**src/dsc_defines.svh**
```systemverilog
// Constants of the serial control port: sizes, fields, reset values and timing
`ifndef DSC_DEFINES_SVH
`define DSC_DEFINES_SVH

// ===========================================================================
// Register file shape
`define DSC_NREG        4
`define DSC_AW          2
`define DSC_DW          32
`define DSC_CNT_W       6

// ===========================================================================
// Instruction byte and control register fields
`define DSC_INS_LAST    6'h07
`define DSC_DATA_LAST   6'h1F
`define DSC_RD_BIT      7
`define DSC_CTRL_ADDR   2'h0
`define DSC_LSB_BIT     0
`define DSC_3W_BIT      1
`define DSC_RST_VAL     32'h00000000

// ===========================================================================
// Timing: sync clock is the core clock divided by four
`define DSC_CORE_NS     10
`define DSC_SYNC_HALF   1'h1

`endif

```
**src/dsc_pkg.sv**
```systemverilog
// Types shared by the serial control port
`include "dsc_defines.svh"

package dsc_pkg;

	// Serial controller states, one-hot
	typedef enum logic [3:0]
	{
		ST_IDLE  = 4'h1,
		ST_INSTR = 4'h2,
		ST_WRITE = 4'h4,
		ST_READ  = 4'h8
	} dsc_state_t;

	// One completed serial write on its way into buffer memory
	typedef struct packed
	{
		logic [`DSC_AW-1:0] addr;
		logic [`DSC_DW-1:0] data;
	} dsc_word_t;

endpackage : dsc_pkg

```
**src/dsc_serial_port.sv**
```systemverilog
// Serial control port with buffer memory, active registers and update strobe
//
// Behaviour
// RL1: Rising update strobe copies buffer memory to active registers; writes alone do not.
// RL2: Host times the update strobe to the sync clock output.
// RL3: Hardware reset high returns all registers and the serial port to reset state.
// RL4: Abort high resets the serial controller at once, ending any transfer.
// RL5: After abort release a new transfer starts from the instruction phase.
// RL6: Host holds the abort input low when it is not used.
// RL7: In 3-wire mode read data leaves on the serial output pin.
// RL8: In 2-wire mode the serial output pin is unused.
// RL9: The port answers only while device select is low.
// RL10: Host supplies the shift clock for every bit.
// RL11: In 3-wire mode the data pin is only an input.
// RL12: In 2-wire mode the data pin turns around and carries read data.
// RL13: Device drives a sync clock output for external timing.
// RL14: Host holds hardware reset high for at least five core cycles.
// RL15: Transfers run MSB first or LSB first as configured.
// RL16: Data sampled on rising shift clock edges, read data changed on falling.
`timescale 1ns/1ps
`default_nettype none
`include "dsc_defines.svh"

module dsc_serial_port
(
	// Core clock and reset
	input  wire logic                               mclk_in,
	input  wire logic                               rstn_in,
	// Device pins
	input  wire logic                               hw_reset_in,
	input  wire logic                               serial_port_abort_in,
	input  wire logic                               cs_n_in,
	input  wire logic                               sclk_in,
	input  wire logic                               sdio_in,
	input  wire logic                               io_update_in,
	output logic                                    sdio_out,
	output logic                                    sdio_oe_out,
	output logic                                    serial_out_pin_out,
	output logic                                    sync_clk_out,
	// Active registers towards the core
	output logic [`DSC_NREG-1:0][`DSC_DW-1:0]       active_regs_out
);

	// =======================================================================
	// Helpers
	// Shift one bit in at the end that the bit order asks for
	function automatic logic [`DSC_DW-1:0] dsc_shift(input logic [`DSC_DW-1:0] sr,
		input logic b, input logic lsb);
		dsc_shift = lsb ? {b, sr[`DSC_DW-1:1]} : {sr[`DSC_DW-2:0], b};
	endfunction : dsc_shift

	// Instruction byte sits at the end the shifter filled
	function automatic logic [7:0] dsc_instr(input logic [`DSC_DW-1:0] sr,
		input logic lsb);
		dsc_instr = lsb ? sr[`DSC_DW-1:`DSC_DW-8] : sr[7:0];
	endfunction : dsc_instr

	// =======================================================================
	// Pin synchronisers
	logic [1:0] sync_q [5];
	logic       sclk_d;
	logic       hw_rst;
	logic       abort;
	logic       cs_n;
	logic       sclk;
	logic       sdi;
	logic       upd;
	logic       sys_rst;

	// Two flops per pin; only the second stage is read by logic
	genvar gi;
	generate
		for (gi = 0; gi < 5; gi++)
		begin : g_sync
			logic pin;
			assign pin = (gi == 0) ? hw_reset_in :
				(gi == 1) ? serial_port_abort_in :
				(gi == 2) ? cs_n_in :
				(gi == 3) ? sclk_in : (gi == 4) ? sdio_in : 1'b0;
			always_ff @(posedge mclk_in)
			begin
				if (!rstn_in)
					sync_q[gi] <= (gi == 2) ? 2'h3 : 2'h0;
				else
					sync_q[gi] <= {sync_q[gi][0], pin};
			end
		end
	endgenerate

	// Update strobe has its own pair, kept apart from the serial group
	logic [1:0] upd_q;
	always_ff @(posedge mclk_in)
	begin
		if (!rstn_in)
			upd_q <= 2'h0;
		else
			upd_q <= {upd_q[0], io_update_in};
	end

	assign hw_rst = sync_q[0][1];
	assign abort  = sync_q[1][1];
	assign cs_n   = sync_q[2][1];
	assign sclk   = sync_q[3][1];
	assign sdi    = sync_q[4][1];
	assign upd    = upd_q[1];
	// RL3: hardware reset
	assign sys_rst = !rstn_in || hw_rst;

	// Shift clock edges found by the core clock
	logic sclk_rise;
	logic sclk_fall;
	always_ff @(posedge mclk_in)
	begin
		if (!rstn_in)
			sclk_d <= 1'b0;
		else
			sclk_d <= sclk;
	end
	assign sclk_rise = sclk && !sclk_d;
	assign sclk_fall = !sclk && sclk_d;

	// =======================================================================
	// Sync clock divider and update sampling
	logic       div;
	logic       next_div;
	logic       next_sync_clk;
	logic       upd_prev;
	logic       next_upd_prev;
	logic       copy_now;
	logic       sample;

	// Sync clock runs at a quarter of the core clock
	always_comb
	begin
		sample        = (div == `DSC_SYNC_HALF) && !sync_clk_out;
		next_div      = div + 1'b1;
		next_sync_clk = sync_clk_out;
		next_upd_prev = upd_prev;
		// RL13: sync clock out
		if (div == `DSC_SYNC_HALF)
			next_sync_clk = !sync_clk_out;
		// Strobe is looked at only where the sync clock rises
		if (sample)
			next_upd_prev = upd;
		// RL1: rising strobe copies
		copy_now = sample && upd && !upd_prev;
	end

	always_ff @(posedge mclk_in)
	begin
		if (sys_rst)
		begin
			div          <= 1'b0;
			sync_clk_out <= 1'b0;
			upd_prev     <= 1'b0;
		end
		else
		begin
			div          <= next_div;
			sync_clk_out <= next_sync_clk;
			upd_prev     <= next_upd_prev;
		end
	end

	// =======================================================================
	// Two-entry buffer between serial writes and buffer memory
	dsc_pkg::dsc_word_t fifo_mem [2];
	dsc_pkg::dsc_word_t push_word;
	dsc_pkg::dsc_word_t next_fifo_mem [2];
	logic               wr_ptr;
	logic               rd_ptr;
	logic [1:0]         count;
	logic               next_wr_ptr;
	logic               next_rd_ptr;
	logic [1:0]         next_count;
	logic               push_valid;
	logic               push_ready;
	logic               pop_valid;
	logic               pop_ready;

	// Drain stalls in the copy cycle so a late write waits for the next update
	always_comb
	begin
		push_ready    = (count != 2'h2);
		pop_valid     = (count != 2'h0);
		pop_ready     = !copy_now;
		next_fifo_mem = fifo_mem;
		next_wr_ptr   = wr_ptr;
		next_rd_ptr   = rd_ptr;
		next_count    = count;
		if (push_valid && push_ready)
		begin
			next_fifo_mem[wr_ptr] = push_word;
			next_wr_ptr           = !wr_ptr;
		end
		if (pop_valid && pop_ready)
			next_rd_ptr = !rd_ptr;
		next_count = count + {1'b0, push_valid && push_ready}
			- {1'b0, pop_valid && pop_ready};
	end

	always_ff @(posedge mclk_in)
	begin
		if (sys_rst)
		begin
			wr_ptr <= 1'b0;
			rd_ptr <= 1'b0;
			count  <= 2'h0;
		end
		else
		begin
			wr_ptr <= next_wr_ptr;
			rd_ptr <= next_rd_ptr;
			count  <= next_count;
		end
		fifo_mem <= next_fifo_mem;
	end

	// =======================================================================
	// Buffer memory and active registers
	logic [`DSC_NREG-1:0][`DSC_DW-1:0] buf_mem;
	logic [`DSC_NREG-1:0][`DSC_DW-1:0] next_buf_mem;
	logic [`DSC_NREG-1:0][`DSC_DW-1:0] next_active;
	logic                              lsb_first;
	logic                              three_wire;

	// Bit order and wire mode come from the active control register
	assign lsb_first  = active_regs_out[`DSC_CTRL_ADDR][`DSC_LSB_BIT];
	assign three_wire = active_regs_out[`DSC_CTRL_ADDR][`DSC_3W_BIT];

	always_comb
	begin
		next_buf_mem = buf_mem;
		next_active  = active_regs_out;
		if (pop_valid && pop_ready)
			next_buf_mem[fifo_mem[rd_ptr].addr] = fifo_mem[rd_ptr].data;
		// RL1: update copies buffer
		if (copy_now)
			next_active = buf_mem;
	end

	always_ff @(posedge mclk_in)
	begin
		if (sys_rst)
		begin
			buf_mem         <= {`DSC_NREG{`DSC_RST_VAL}};
			active_regs_out <= {`DSC_NREG{`DSC_RST_VAL}};
		end
		else
		begin
			buf_mem         <= next_buf_mem;
			active_regs_out <= next_active;
		end
	end

	// =======================================================================
	// Serial controller
	dsc_pkg::dsc_state_t     state;
	dsc_pkg::dsc_state_t     next_state;
	logic [`DSC_CNT_W-1:0]   cnt;
	logic [`DSC_CNT_W-1:0]   next_cnt;
	logic [`DSC_DW-1:0]      sr;
	logic [`DSC_DW-1:0]      next_sr;
	logic [`DSC_DW-1:0]      rd_sr;
	logic [`DSC_DW-1:0]      next_rd_sr;
	logic [`DSC_AW-1:0]      addr;
	logic [`DSC_AW-1:0]      next_addr;
	logic [7:0]              ins;
	logic                    ser_clear;
	logic                    next_sdio;
	logic                    next_oe;
	logic                    next_so;

	always_comb
	begin
		next_state = state;
		next_cnt   = cnt;
		next_sr    = sr;
		next_rd_sr = rd_sr;
		next_addr  = addr;
		next_sdio  = sdio_out;
		next_oe    = sdio_oe_out;
		next_so    = serial_out_pin_out;
		push_valid = 1'b0;
		// RL16: sample on rising edge
		ins        = dsc_instr(dsc_shift(sr, sdi, lsb_first), lsb_first);
		push_word  = '{addr: addr, data: dsc_shift(sr, sdi, lsb_first)};
		// RL4: abort or deselect ends the transfer at once
		// RL9: only while selected
		ser_clear  = abort || cs_n;
		if (ser_clear)
		begin
			next_state = dsc_pkg::ST_IDLE;
			next_cnt   = '0;
			next_oe    = 1'b0;
		end
		else
		begin
			case (state)
				// RL5: fresh start at instruction phase
				dsc_pkg::ST_IDLE:
				begin
					next_state = dsc_pkg::ST_INSTR;
					next_cnt   = '0;
				end
				dsc_pkg::ST_INSTR:
				begin
					if (sclk_rise)
					begin
						next_sr  = dsc_shift(sr, sdi, lsb_first);
						next_cnt = cnt + 1'b1;
						if (cnt == `DSC_INS_LAST)
						begin
							next_cnt   = '0;
							next_addr  = ins[`DSC_AW-1:0];
							next_rd_sr = active_regs_out[ins[`DSC_AW-1:0]];
							next_state = ins[`DSC_RD_BIT] ? dsc_pkg::ST_READ
								: dsc_pkg::ST_WRITE;
						end
					end
				end
				dsc_pkg::ST_WRITE:
				begin
					if (sclk_rise)
					begin
						// RL15: bit order
						next_sr  = dsc_shift(sr, sdi, lsb_first);
						next_cnt = cnt + 1'b1;
						if (cnt == `DSC_DATA_LAST)
						begin
							push_valid = 1'b1;
							next_cnt   = '0;
							next_state = dsc_pkg::ST_INSTR;
						end
					end
				end
				dsc_pkg::ST_READ:
				begin
					// RL16: drive on falling edge
					if (sclk_fall)
					begin
						next_sdio  = lsb_first ? rd_sr[0] : rd_sr[`DSC_DW-1];
						next_rd_sr = dsc_shift(rd_sr, 1'b0, lsb_first);
						// RL7: 3-wire uses serial out pin
						// RL8: 2-wire leaves it quiet
						next_so    = three_wire && next_sdio;
						// RL11: 3-wire never drives data pin
						// RL12: 2-wire turns data pin around
						next_oe    = !three_wire;
					end
					if (sclk_rise)
					begin
						next_cnt = cnt + 1'b1;
						if (cnt == `DSC_DATA_LAST)
						begin
							next_cnt   = '0;
							next_oe    = 1'b0;
							next_state = dsc_pkg::ST_INSTR;
						end
					end
				end
				default:
				begin
					next_state = dsc_pkg::ST_IDLE;
					next_oe    = 1'b0;
				end
			endcase
		end
	end

	// RL3: reset returns port to idle
	always_ff @(posedge mclk_in)
	begin
		if (sys_rst)
		begin
			state              <= dsc_pkg::ST_IDLE;
			cnt                <= '0;
			sr                 <= '0;
			rd_sr              <= '0;
			addr               <= '0;
			sdio_out           <= 1'b0;
			sdio_oe_out        <= 1'b0;
			serial_out_pin_out <= 1'b0;
		end
		else
		begin
			state              <= next_state;
			cnt                <= next_cnt;
			sr                 <= next_sr;
			rd_sr              <= next_rd_sr;
			addr               <= next_addr;
			sdio_out           <= next_sdio;
			sdio_oe_out        <= next_oe;
			serial_out_pin_out <= next_so;
		end
	end

endmodule : dsc_serial_port
`default_nettype wire

```
**config.mk**
```make
export PLATFORM = sky130hd
export DESIGN_NAME = dsc_serial_port
export DESIGN_NICKNAME = d
export VERILOG_FILES = /design/src/dsc_pkg.sv /design/src/dsc_serial_port.sv
export VERILOG_INCLUDE_DIRS = /design/src
export SDC_FILE = /design/constraint.sdc
export NUM_CORES = 1
export LEC_CHECK = 0
export ABC_AREA = 1
export ABC_CLOCK_PERIOD_IN_PS = 2600
export BUFFER_PORTS_ARGS = -buffer_cell sky130_fd_sc_hd__buf_2
export CELL_PAD_IN_SITES_DETAIL_PLACEMENT = 1
export CELL_PAD_IN_SITES_GLOBAL_PLACEMENT = 1
export CORE_UTILIZATION = 35
export DETAILED_ROUTE_END_ITERATION = 16
export MAX_ROUTING_LAYER = met4
export PLACE_DENSITY = 0.68
export SLEW_MARGIN = 10
export SYNTH_ARGS = -nofsm -noshare
export SYNTH_HDL_FRONTEND = slang
export SYNTH_SLANG_ARGS = --single-unit
```
**constraint.sdc**
```tcl
create_clock -name mclk_in -period 2.6 [get_ports mclk_in]
set_input_delay 0.78 -clock mclk_in [delete_from_list [all_inputs] [get_ports mclk_in]]
set_output_delay 0.78 -clock mclk_in [all_outputs]
set_load 0.02 [all_outputs]
```
[Yosys cells after proc, flatten, opt, wreduce, memory -nomap -nowiden]
Memory sizes are Yosys's and may differ from the RTL's.
Cells that the tools add are included.
Word-level totals
  register bits: 413
  RAM bits: 10
  bits of input ports: 8
  output and inout port bits: 132
  logic and storage cells: 138
  memories kept: 1
Memories
  sync_q: depth 5, bits a word 2, rd ports 5, clocked after Yosys merged registers in 0, write ports 5, line dsc_serial_port.sv:60  | logic [1:0] sync_q [5];
Cells by class
  add/subtract/negate cells: 4
  order comparisons: 6
  eq/ne operators: 12
  muxes and demuxes: 45
  bitwise operators: 8
  reduce and logical (&&, ||, !) cells: 34
Operators with widths (number)
  $mux 32: 7
  $mux 34: 4
  $bwmux 128: 1
  $bwmux 68: 1
  $bmux 32 s2: 1
  $demux 32 s2: 1
  $pmux 32 s2: 1
  $demux 34 s1: 1
  $mux 6: 4
  $mux 4: 5
  $pmux 6 s3: 1
  $pmux 4 s3: 1
  $logic_and 1x1->1: 10
  $mux 1: 10
  $mux 2: 5
  $logic_not 1->1: 9
  $reduce_and 3->1: 3
  $mux 8: 1
  $ne 2x2->1 const B: 4
  $reduce_and 4->1: 2
  $add 6x1->6 const B: 1
  $eq 6x3->1 const B: 1
  $eq 6x5->1 const B: 1
  $lt 2x3->1 const B: 2
  21 further kinds: 32

[Logic depth before layout (Yosys ltp)]
Gate-level depths: netlist of run 1.
  depth after elaboration: 9
  gate-level depth with buffers: 12
  gate-level depth less buffers: 12

[Least setup slack after synthesis of run 1]
Ideal clock, no wire load.
  kind: flip-flop to flip-flop
  from: reg cnt[0]
  to: reg fifo_mem[0] in the netlist's numbering (enable)
  library setup time: 0.425 ns
  arrival: 2.438 ns
  data required time: 2.175 ns
  path slack: -0.263 ns
  cell stages (with the launch flop): 8
  buffers on the path: 0
  period minus slack after synthesis: 2.863 ns
  cells stage by stage: dfxtp_1 ha_1 nand2_1 inv_1 nand2_1 nor2_1 nand3_1 nor2_1
On the way
  word-level cells in the longest chain between the ends: 6
Ends and longest elaborated chain
  from (decl): line dsc_serial_port.sv:260  | logic [`DSC_CNT_W-1:0] cnt;
  from (signal assigned): line dsc_serial_port.sv:388  | cnt <= next_cnt;
  $eq 6x5->1 (no source line)
  $mux 1: line dsc_serial_port.sv:329  | if (cnt == `DSC_DATA_LAST)
  $mux 1: line dsc_serial_port.sv:324  | if (sclk_rise)
  $mux 1: line dsc_serial_port.sv:299  | case (state)
  $mux 1: line dsc_serial_port.sv:291  | if (ser_clear)
  $logic_and 1x1->1: line dsc_serial_port.sv:191  | if (push_valid && push_ready)
  to (signal assigned): line dsc_serial_port.sv:216  | fifo_mem <= next_fifo_mem;
  to (decl): line dsc_serial_port.sv:167  | dsc_pkg::dsc_word_t fifo_mem [2];
Every way passes these cells.
A chain may end at the register's enable or synchronous reset.

[Worst setup path after layout of run 1]
  from: reg active_regs_out[0] in the netlist's numbering
  to: reg rd_sr[30]
On the way
  word-level cells in the longest chain between the ends: 7
  elaborated cells between the ends (all ways): 9
  those cells by class: mux (9)
Ends and longest elaborated chain
  from (decl): line dsc_serial_port.sv:41  | output logic [`DSC_NREG-1:0][`DSC_DW-1:0] active_regs_out
  from (signal assigned): line dsc_serial_port.sv:247  | active_regs_out <= {`DSC_NREG{`DSC_RST_VAL}};
  from (signal assigned): line dsc_serial_port.sv:252  | active_regs_out <= next_active;
  $mux 32: line dsc_serial_port.sv:49  | dsc_shift = lsb ? {b, sr[`DSC_DW-1:1]} : {sr[`DSC_DW-2:0], b};
  $mux 8: line dsc_serial_port.sv:55  | dsc_instr = lsb ? sr[`DSC_DW-1:`DSC_DW-8] : sr[7:0];
  $bmux 32 s2: line dsc_serial_port.sv:316  | next_rd_sr = active_regs_out[ins[`DSC_AW-1:0]];
  $mux 32: line dsc_serial_port.sv:316
  $mux 32: line dsc_serial_port.sv:312  | if (cnt == `DSC_INS_LAST)
  $mux 32: line dsc_serial_port.sv:308  | if (sclk_rise)
  $pmux 32 s2 *: line dsc_serial_port.sv:299
  to (signal assigned): line dsc_serial_port.sv:390  | rd_sr <= next_rd_sr;
  to (decl): line dsc_serial_port.sv:264  | logic [`DSC_DW-1:0] rd_sr;
Every way passes the cells marked *; elsewhere a longest branch is shown, timed or not. The select of a mux whose other input is x is not followed.

==> run_results.csv, run 1 <==
group,metric,value,unit
synthesis,synthFlopType,"dfxtp_1",
timing,setup_viol,0,
timing,fin_ws,0.393,ns
route,drtIter0Drc,996,
cts,cts_tree,"done",
place,port_buffers,139,
synthesis,syn_area,0.0172,mm2
worst_setup_path,cpMostUsedCell,"nor2_1",
synthesis,syn-instance-count,2288,
hold_path,hold_path_class,"input port to flop",
route,routed-via-count,15000,
synthesis,synth_nets,2299,
synthesis,synth.most_common_cell,"nor2_1",
timing,post-route-min-period,2.21,ns
pwr,pwr_density_cell,759,mW/mm2
cts,clk-insertion-delay-late,0.58,ns
floorplan,initial_utilization,0.358,
global_routing,track_usage,0.221,
floorplan,die_area,0.0501,mm2
timing,tightestPinTransition,0.892,ns
timing,hold_viol,0,
worst_setup_path,cp_top_family,"compound AO/OA/AOI/OAI gates",
synthesis,yosysSeqAreaShare,0.531,
timing,period_share,0.849,
synthesis,synth_area_leaders,"dfxtp_1 (41%), nor2_1 (13%), edfxtp_1 (12%)",
synthesis,synth_top_area_frac,0.413,
route,drt-wirelength-per-cell,17.6,um
synthesis,synth_common_cells,"nor2_1 (577), o21ai_0 (407), dfxtp_1 (355)",
floorplan,rows,80,
floorplan,dieHeight,224,um
global_routing,grt_pass1_wl,84.1,mm
worst_setup_path,cp_cell_sequence,"o21ai_2 > inv_1 > buf_4 > nand3_1 > nand2_1 > nor2_1 > nor2_1 > nor2_1",
global_routing,grt-ovfl-total,0,
timing,finalMaxSlewViolations,0,
synthesis,synth-seq-cells,423,
timing,grt_setup_unrepaired,"false",
route,routed_wl,53.8,mm
worst_setup_path,crit_path_start_kind,"flop",
layout,fin_nets,2371,
layout,layout.filler_cells,5876,
cts,hold_buffers,0,
worst_setup_path,crit_arrival,2.72,ns
global_routing,antenna_found_initial,1,
synthesis,post_synth_num_cell_types,32,
synthesis,synth_edf_count,68,
synthesis,yosysWarnings,0,
worst_setup_path,max_stage_delay,0.74,ns
worst_setup_path,worstSetupEndpointType,"flop",
status,status,"finished clean",
floorplan,ios,140,
cts,cts-htree-levels,2,
synthesis,synthArstFlopShare,0,
route,drc,0,
worst_setup_path,critPathBufInv,2,
floorplan,dieWidth,224,um
cts,clock_sink_count,423,
timing,fmax,0.453,GHz
route,viasPerCell,4.92,
place,hpwl,36.2,mm
floorplan,core-area,0.0481,mm2
cts,cts_resized,0,
cts,clkTransAtPathRegs,0.06,ns
pwr,p_leak,7.76,nW
cts,clockBufferDepth,3,
synthesis,syn_area_per_cell,7.53,um2
job,drv_cap,0,
place,gp_congestion,0.850,
cts,clock_tree.root_cell,"clkbuf_16",
worst_setup_path,critical-path-slowest-cell,"o21ai_2",
timing,max_slew_margin,0.405,
place,dp_slack,0.319,ns
worst_setup_path,worst-setup-path-type,"flop to flop",
global_routing,grt_max_degree,162,
timing,fin_worst_skew,0.0145,ns
cts,cts_setup_buffers,0,
route,ant_nets,0,
worst_setup_path,crit_fanout,20,
layout,drive_gt1_frac,0.111,
global_routing,grt_pass1_vias,14700,
pwr,ir_worst_vdd,399,uV
synthesis,yosysTopAreaCell,"dfxtp_1",
layout,area_growth,15.6,%
cts,cts_buffers,48,
worst_setup_path,required,3.12,ns
route,dr.pass1.iters,4,
timing,finalSetupTns,0,ns
## power by group
part           internal, mW  leakage [nW]  total, mW  switching (mW)
clock                  3.63         0.695       6.31            2.68
combinational         0.445          3.69       1.75            1.30
sequential             6.89          3.38       7.05           0.168
## tightest hold or removal path, stage by stage
cell and delay (ns):
buf_2 0.07, nand2_1 0.04, inv_1 0.04
## cell type report
class | instances | area [um2] | share of cell area
sequential | 423 | 9150 | 0.460
multi-input combinational | 1570 | 6860 | 0.345
timing repair buffer | 172 | 1090 | 0.0549
clock buffer | 79 | 1390 | 0.0698
inverter | 145 | 547 | 0.0275
clock inverter | 7 | 40.0 | 0.00201
antenna | 2 | 5.00 | 0.000251
tap | 656 | 821 | 0.0412
## logic make-up (layout without fill, tap and decap cells)
| group | count (synthesis) | after routing | share of synthesized area |
|---|---|---|---|
| flops | 423 | 423 | 0.531 |
| other cells | 0 | 2 | 0 |
| compound gates | 541 | 541 | 0.159 |
| fa+ha+maj | 3 | 3 | 0.00218 |
| buf+inv | 295 | 403 | 0.0715 |
| simple gates | 1025 | 1025 | 0.236 |
| xor+xnor | 1 | 1 | 0.000509 |
## state kept, by name, indices dropped and copies added (netlist names), 2 cells and up
name and count:
addr 2, count 2, active_regs_out 128, sync_q 10, buf_mem 128, sr 32
state 4, fifo_mem 68, upd_q 2, cnt 6, rd_sr 32
## metrics by stage
step	utilization	cell area, um2	hold slack (ns)	power (mW)	instances
floorplan	-	17200	0.390	8.33	2288
global placement	0.384	18500	0.401	8.92	2966
detailed placement	0.384	18500	0.407	8.97	2966
CTS	0.413	19900	0.356	15.3	3052
global route	0.413	19900	0.383	15.8	3053
finish	0.413	19900	0.390	15.1	3054
## routing by layer
metal / track usage / part of all wire / wire [um] / up-vias
li1: - / - / - / 7510
met1: 0.298 / 0.48 / 26000 / 7225
met2: 0.345 / 0.46 / 24900 / 198
met3: 0.0338 / 0.033 / 1750 / 80
met4: 0.0574 / 0.022 / 1190 / 0
met5: - / 0 / 0 / -
## worst paths after layout
kind                      start      endpoint  slack [ns]  depth (start not counted)
max          active_regs_out[0]     rd_sr[30]        0.39                          8
min                     sclk_in  sync_q[3][0]        0.39                          3
max reg2reg  active_regs_out[0]     rd_sr[30]        0.39                          8
min reg2reg        sync_q[2][0]  sync_q[2][1]        0.42                          1
## placed cells by master (no fill, tap or decap), drive strengths merged, types with 2 or more instances in the layout
| master | netlist | routed |
|---|---|---|
| nand3 | 79 | 79 |
| nor3 | 3 | 3 |
| o21ai | 429 | 429 |
| edfxtp | 68 | 68 |
| a21oi | 109 | 109 |
| buf | 67 | 172 |
| dfxtp | 355 | 355 |
| inv | 145 | 147 |
| nand2 | 354 | 354 |
| nor2 | 582 | 582 |
| diode | 0 | 2 |
| ha | 3 | 3 |
| nand4 | 4 | 4 |
| clkinv | 0 | 5 |
| clkbuf | 83 | 79 |
| or2 | 2 | 2 |
Note: power is estimated with default switching activity, not from simulation.
==> run 2: changes to the inputs <==
--- a/config.mk
+++ b/config.mk
@@ -7,14 +7,14 @@
 export NUM_CORES = 1
 export LEC_CHECK = 0
 export ABC_AREA = 1
-export ABC_CLOCK_PERIOD_IN_PS = 2600
+export ABC_CLOCK_PERIOD_IN_PS = 2200
 export BUFFER_PORTS_ARGS = -buffer_cell sky130_fd_sc_hd__buf_2
 export CELL_PAD_IN_SITES_DETAIL_PLACEMENT = 1
 export CELL_PAD_IN_SITES_GLOBAL_PLACEMENT = 1
 export CORE_UTILIZATION = 35
 export DETAILED_ROUTE_END_ITERATION = 16
 export MAX_ROUTING_LAYER = met4
-export PLACE_DENSITY = 0.68
+export PLACE_DENSITY = 0.65
 export SLEW_MARGIN = 10
 export SYNTH_ARGS = -nofsm -noshare
 export SYNTH_HDL_FRONTEND = slang
==> constraint.sdc (replaced) <==
create_clock -name mclk_in -period 2.2 [get_ports mclk_in]
set_input_delay 0.66 -clock mclk_in [delete_from_list [all_inputs] [get_ports mclk_in]]
set_output_delay 0.66 -clock mclk_in [all_outputs]
set_load 0.02 [all_outputs]
==> run 2 against run 1 <==
  * Die area unchanged
  * Via count increased by 1.2%
  * Global-route usage increased by 0.20 points
  * Non-clock buffer count increased by 14
  * Critical endpoint is now active_regs_out[0]
  * Largest power group unchanged
==> run_results.csv, run 2 (synthesis results as in run 1) <==
group,metric,value,unit
worst_setup_path,cp_cell_sequence,"buf_4 > buf_2",
floorplan,initial_utilization,0.358,
place,gp_congestion,0.793,
worst_setup_path,r2r_slack,0.21,ns
route,wl_met1,26.7,mm
worst_setup_path,crit_arrival,1.42,ns
pwr,ir_worst_vdd,508,uV
layout,final_common_cell,"nor2_1",
cts,clkTransAtPathRegs,0.06,ns
route,ant_nets,0,
pwr,p_total,18.5,mW
route,viasPerCell,4.95,
layout,largestRegisters,"active_regs_out: 128 flops, buf_mem: 128 flops, fifo_mem: 68 flops",
route,drt-wirelength-per-cell,17.6,um
worst_setup_path,max_stage_delay,0.42,ns
route,routed-wl-met3,1.78,mm
global_routing,grt_max_degree,162,
timing,finalMaxSlewViolations,0,
timing,period_share,0.945,
route,routed-via-count,15200,
floorplan,die_area,0.0501,mm2
timing,fin_worst_skew,0.0226,ns
timing,fin_hold_ws,0.253,ns
place,hpwl,36.8,mm
timing,setup_viol,0,
worst_setup_path,critical-path-slowest-cell,"dfxtp_4",
worst_setup_path,worst-setup-path-type,"flop to primary output",
cts,clock_sink_count,423,
place,dp_slack,0.130,ns
cts,cts-htree-levels,2,
pwr,p_leak,7.93,nW
pwr,pwr_density_cell,914,mW/mm2
global_routing,grt-ovfl-total,0,
timing,tightestPinTransition,0.751,ns
status,status,"finished clean",
route,routed_wl,54.0,mm
floorplan,ios,140,
layout,area_growth,17.6,%
route,drc,0,
worst_setup_path,timing.rr.end,"count[1]",
floorplan,dieWidth,224,um
layout,multi_input_area,0.00688,mm2
timing,fin_ws,0.120,ns
hold_path,hold_path_class,"input port to flop",
timing,hold_viol,0,
cts,cts_setup_buffers,0,
global_routing,antenna_found_initial,1,
worst_setup_path,reg2reg_from,"cnt[0]",
layout,layout.filler_cells,5874,
place,port_buffers,139,
worst_setup_path,worstSetupEndpointType,"primary output",
cts,cts_buffers,48,
floorplan,dieHeight,224,um
route,route.met2.wl,24.2,mm
cts,clockBufferDepth,3,
cts,cts_tree,"done",
job,drv_cap,0,
hold_path,whs_endpoint,"sync_q[0][0]",
hold_path,min-delay-start,"hw_reset_in",
timing,fmax,0.481,GHz
hold_path,min_path_cells,3,
layout,mostFrequentLayoutCells,"nor2_1 (572), o21ai_0 (406), dfxtp_1 (352), nand2_1 (350), buf_2 (139)",
global_routing,grt_pass1_vias,15000,
worst_setup_path,critPathBufInv,2,
layout,seq_area,0.00916,mm2
route,drtIter0Drc,1002,
floorplan,core-area,0.0481,mm2
timing,post-route-min-period,2.08,ns
route,dr.pass1.iters,5,
layout,finalCoreUtilization,0.420,
route,dr.max_layer_used,"met4",
worst_setup_path,crit_path_start_kind,"flop",
global_routing,track_usage,0.223,
layout,drive_gt1_frac,0.124,
timing,max_slew_margin,0.499,
worst_setup_path,r2r_cells,12,
floorplan,rows,80,
timing,finalSetupTns,0,ns
cts,clk-insertion-delay-late,0.59,ns
worst_setup_path,cp_top_family,"flip-flops",
layout,fin_nets,2385,
global_routing,grt_pass1_wl,84.9,mm
cts,clock_tree.root_cell,"clkbuf_16",
worst_setup_path,required,1.54,ns
worst_setup_path,crit_fanout,13,
[run 2: cell types whose count changed in the layout (fill, tap and decap cells not counted), moves of 2 or more]
cell / delta
dfxtp_2: +2
buf_12: +5
dfxtp_1: -2
inv_6: +2
clkinv_2: +3
clkinv_1: -2
buf_4: +9
bufinv_16: +2
clkbuf_8: +6
clkbuf_1: -11
[run 2: worst max-delay path by stage]
| stage | slack (ns) | depth (start not counted) | startpoint | end |
|---|---|---|---|---|
| floorplan | -0.13 | 7 | cnt[0] | fifo_mem[0] |
| global placement | 0.14 | 12 | cnt[0] | count[1] |
| detailed placement | 0.13 | 12 | cnt[0] | count[1] |
| CTS | 0.1 | 2 | active_regs_out[0] | active_regs_out[0] |
| global route | -0.007 | 12 | cnt[0] | count[1] |
| finish | 0.12 | 2 | active_regs_out[0] | active_regs_out[0] |
[run 2: stage by stage]
stage	instance area, um2	instances
final	20200	3069
after detailed placement	18600	2980
after global placement	18600	2980
after CTS	20200	3066
after global routing	20200	3066
after floorplan	17200	2288
[run 2: worst min-delay path, delay by kind of cell]
kind	cells	cell delay, ns
simple gates	1	0.04
buf+inv	2	0.11
[run 2: cell type report]
class | count | area share
inverters | 145 | 0.0270
flip-flops and latches | 423 | 0.452
well taps | 656 | 0.0406
multi-input cells | 1570 | 0.340
repair buffers | 186 | 0.0623
clock inverters | 11 | 0.00575
clock buffers | 75 | 0.0719
diodes | 3 | 0.000371
[run 2: repair_timing]
item                                    4_1_cts  5_1_grt
endpoints found under the setup margin        0        1
endpoints found under the hold margin         0        0
hold buffers                                  0        0
resized for setup                             0        7
[run 2: routing by layer]
layer,track usage,vias up
li1,-,7550
met4,0.0700,0
met1,0.304,7351
met3,0.0275,80
met5,-,-
met2,0.343,214
[run 2: power by group]
part / leakage, nW / internal [mW] / switching, mW
logic: 3.78 / 0.547 / 1.60
registers: 3.38 / 8.14 / 0.182
clock network: 0.777 / 4.77 / 3.27
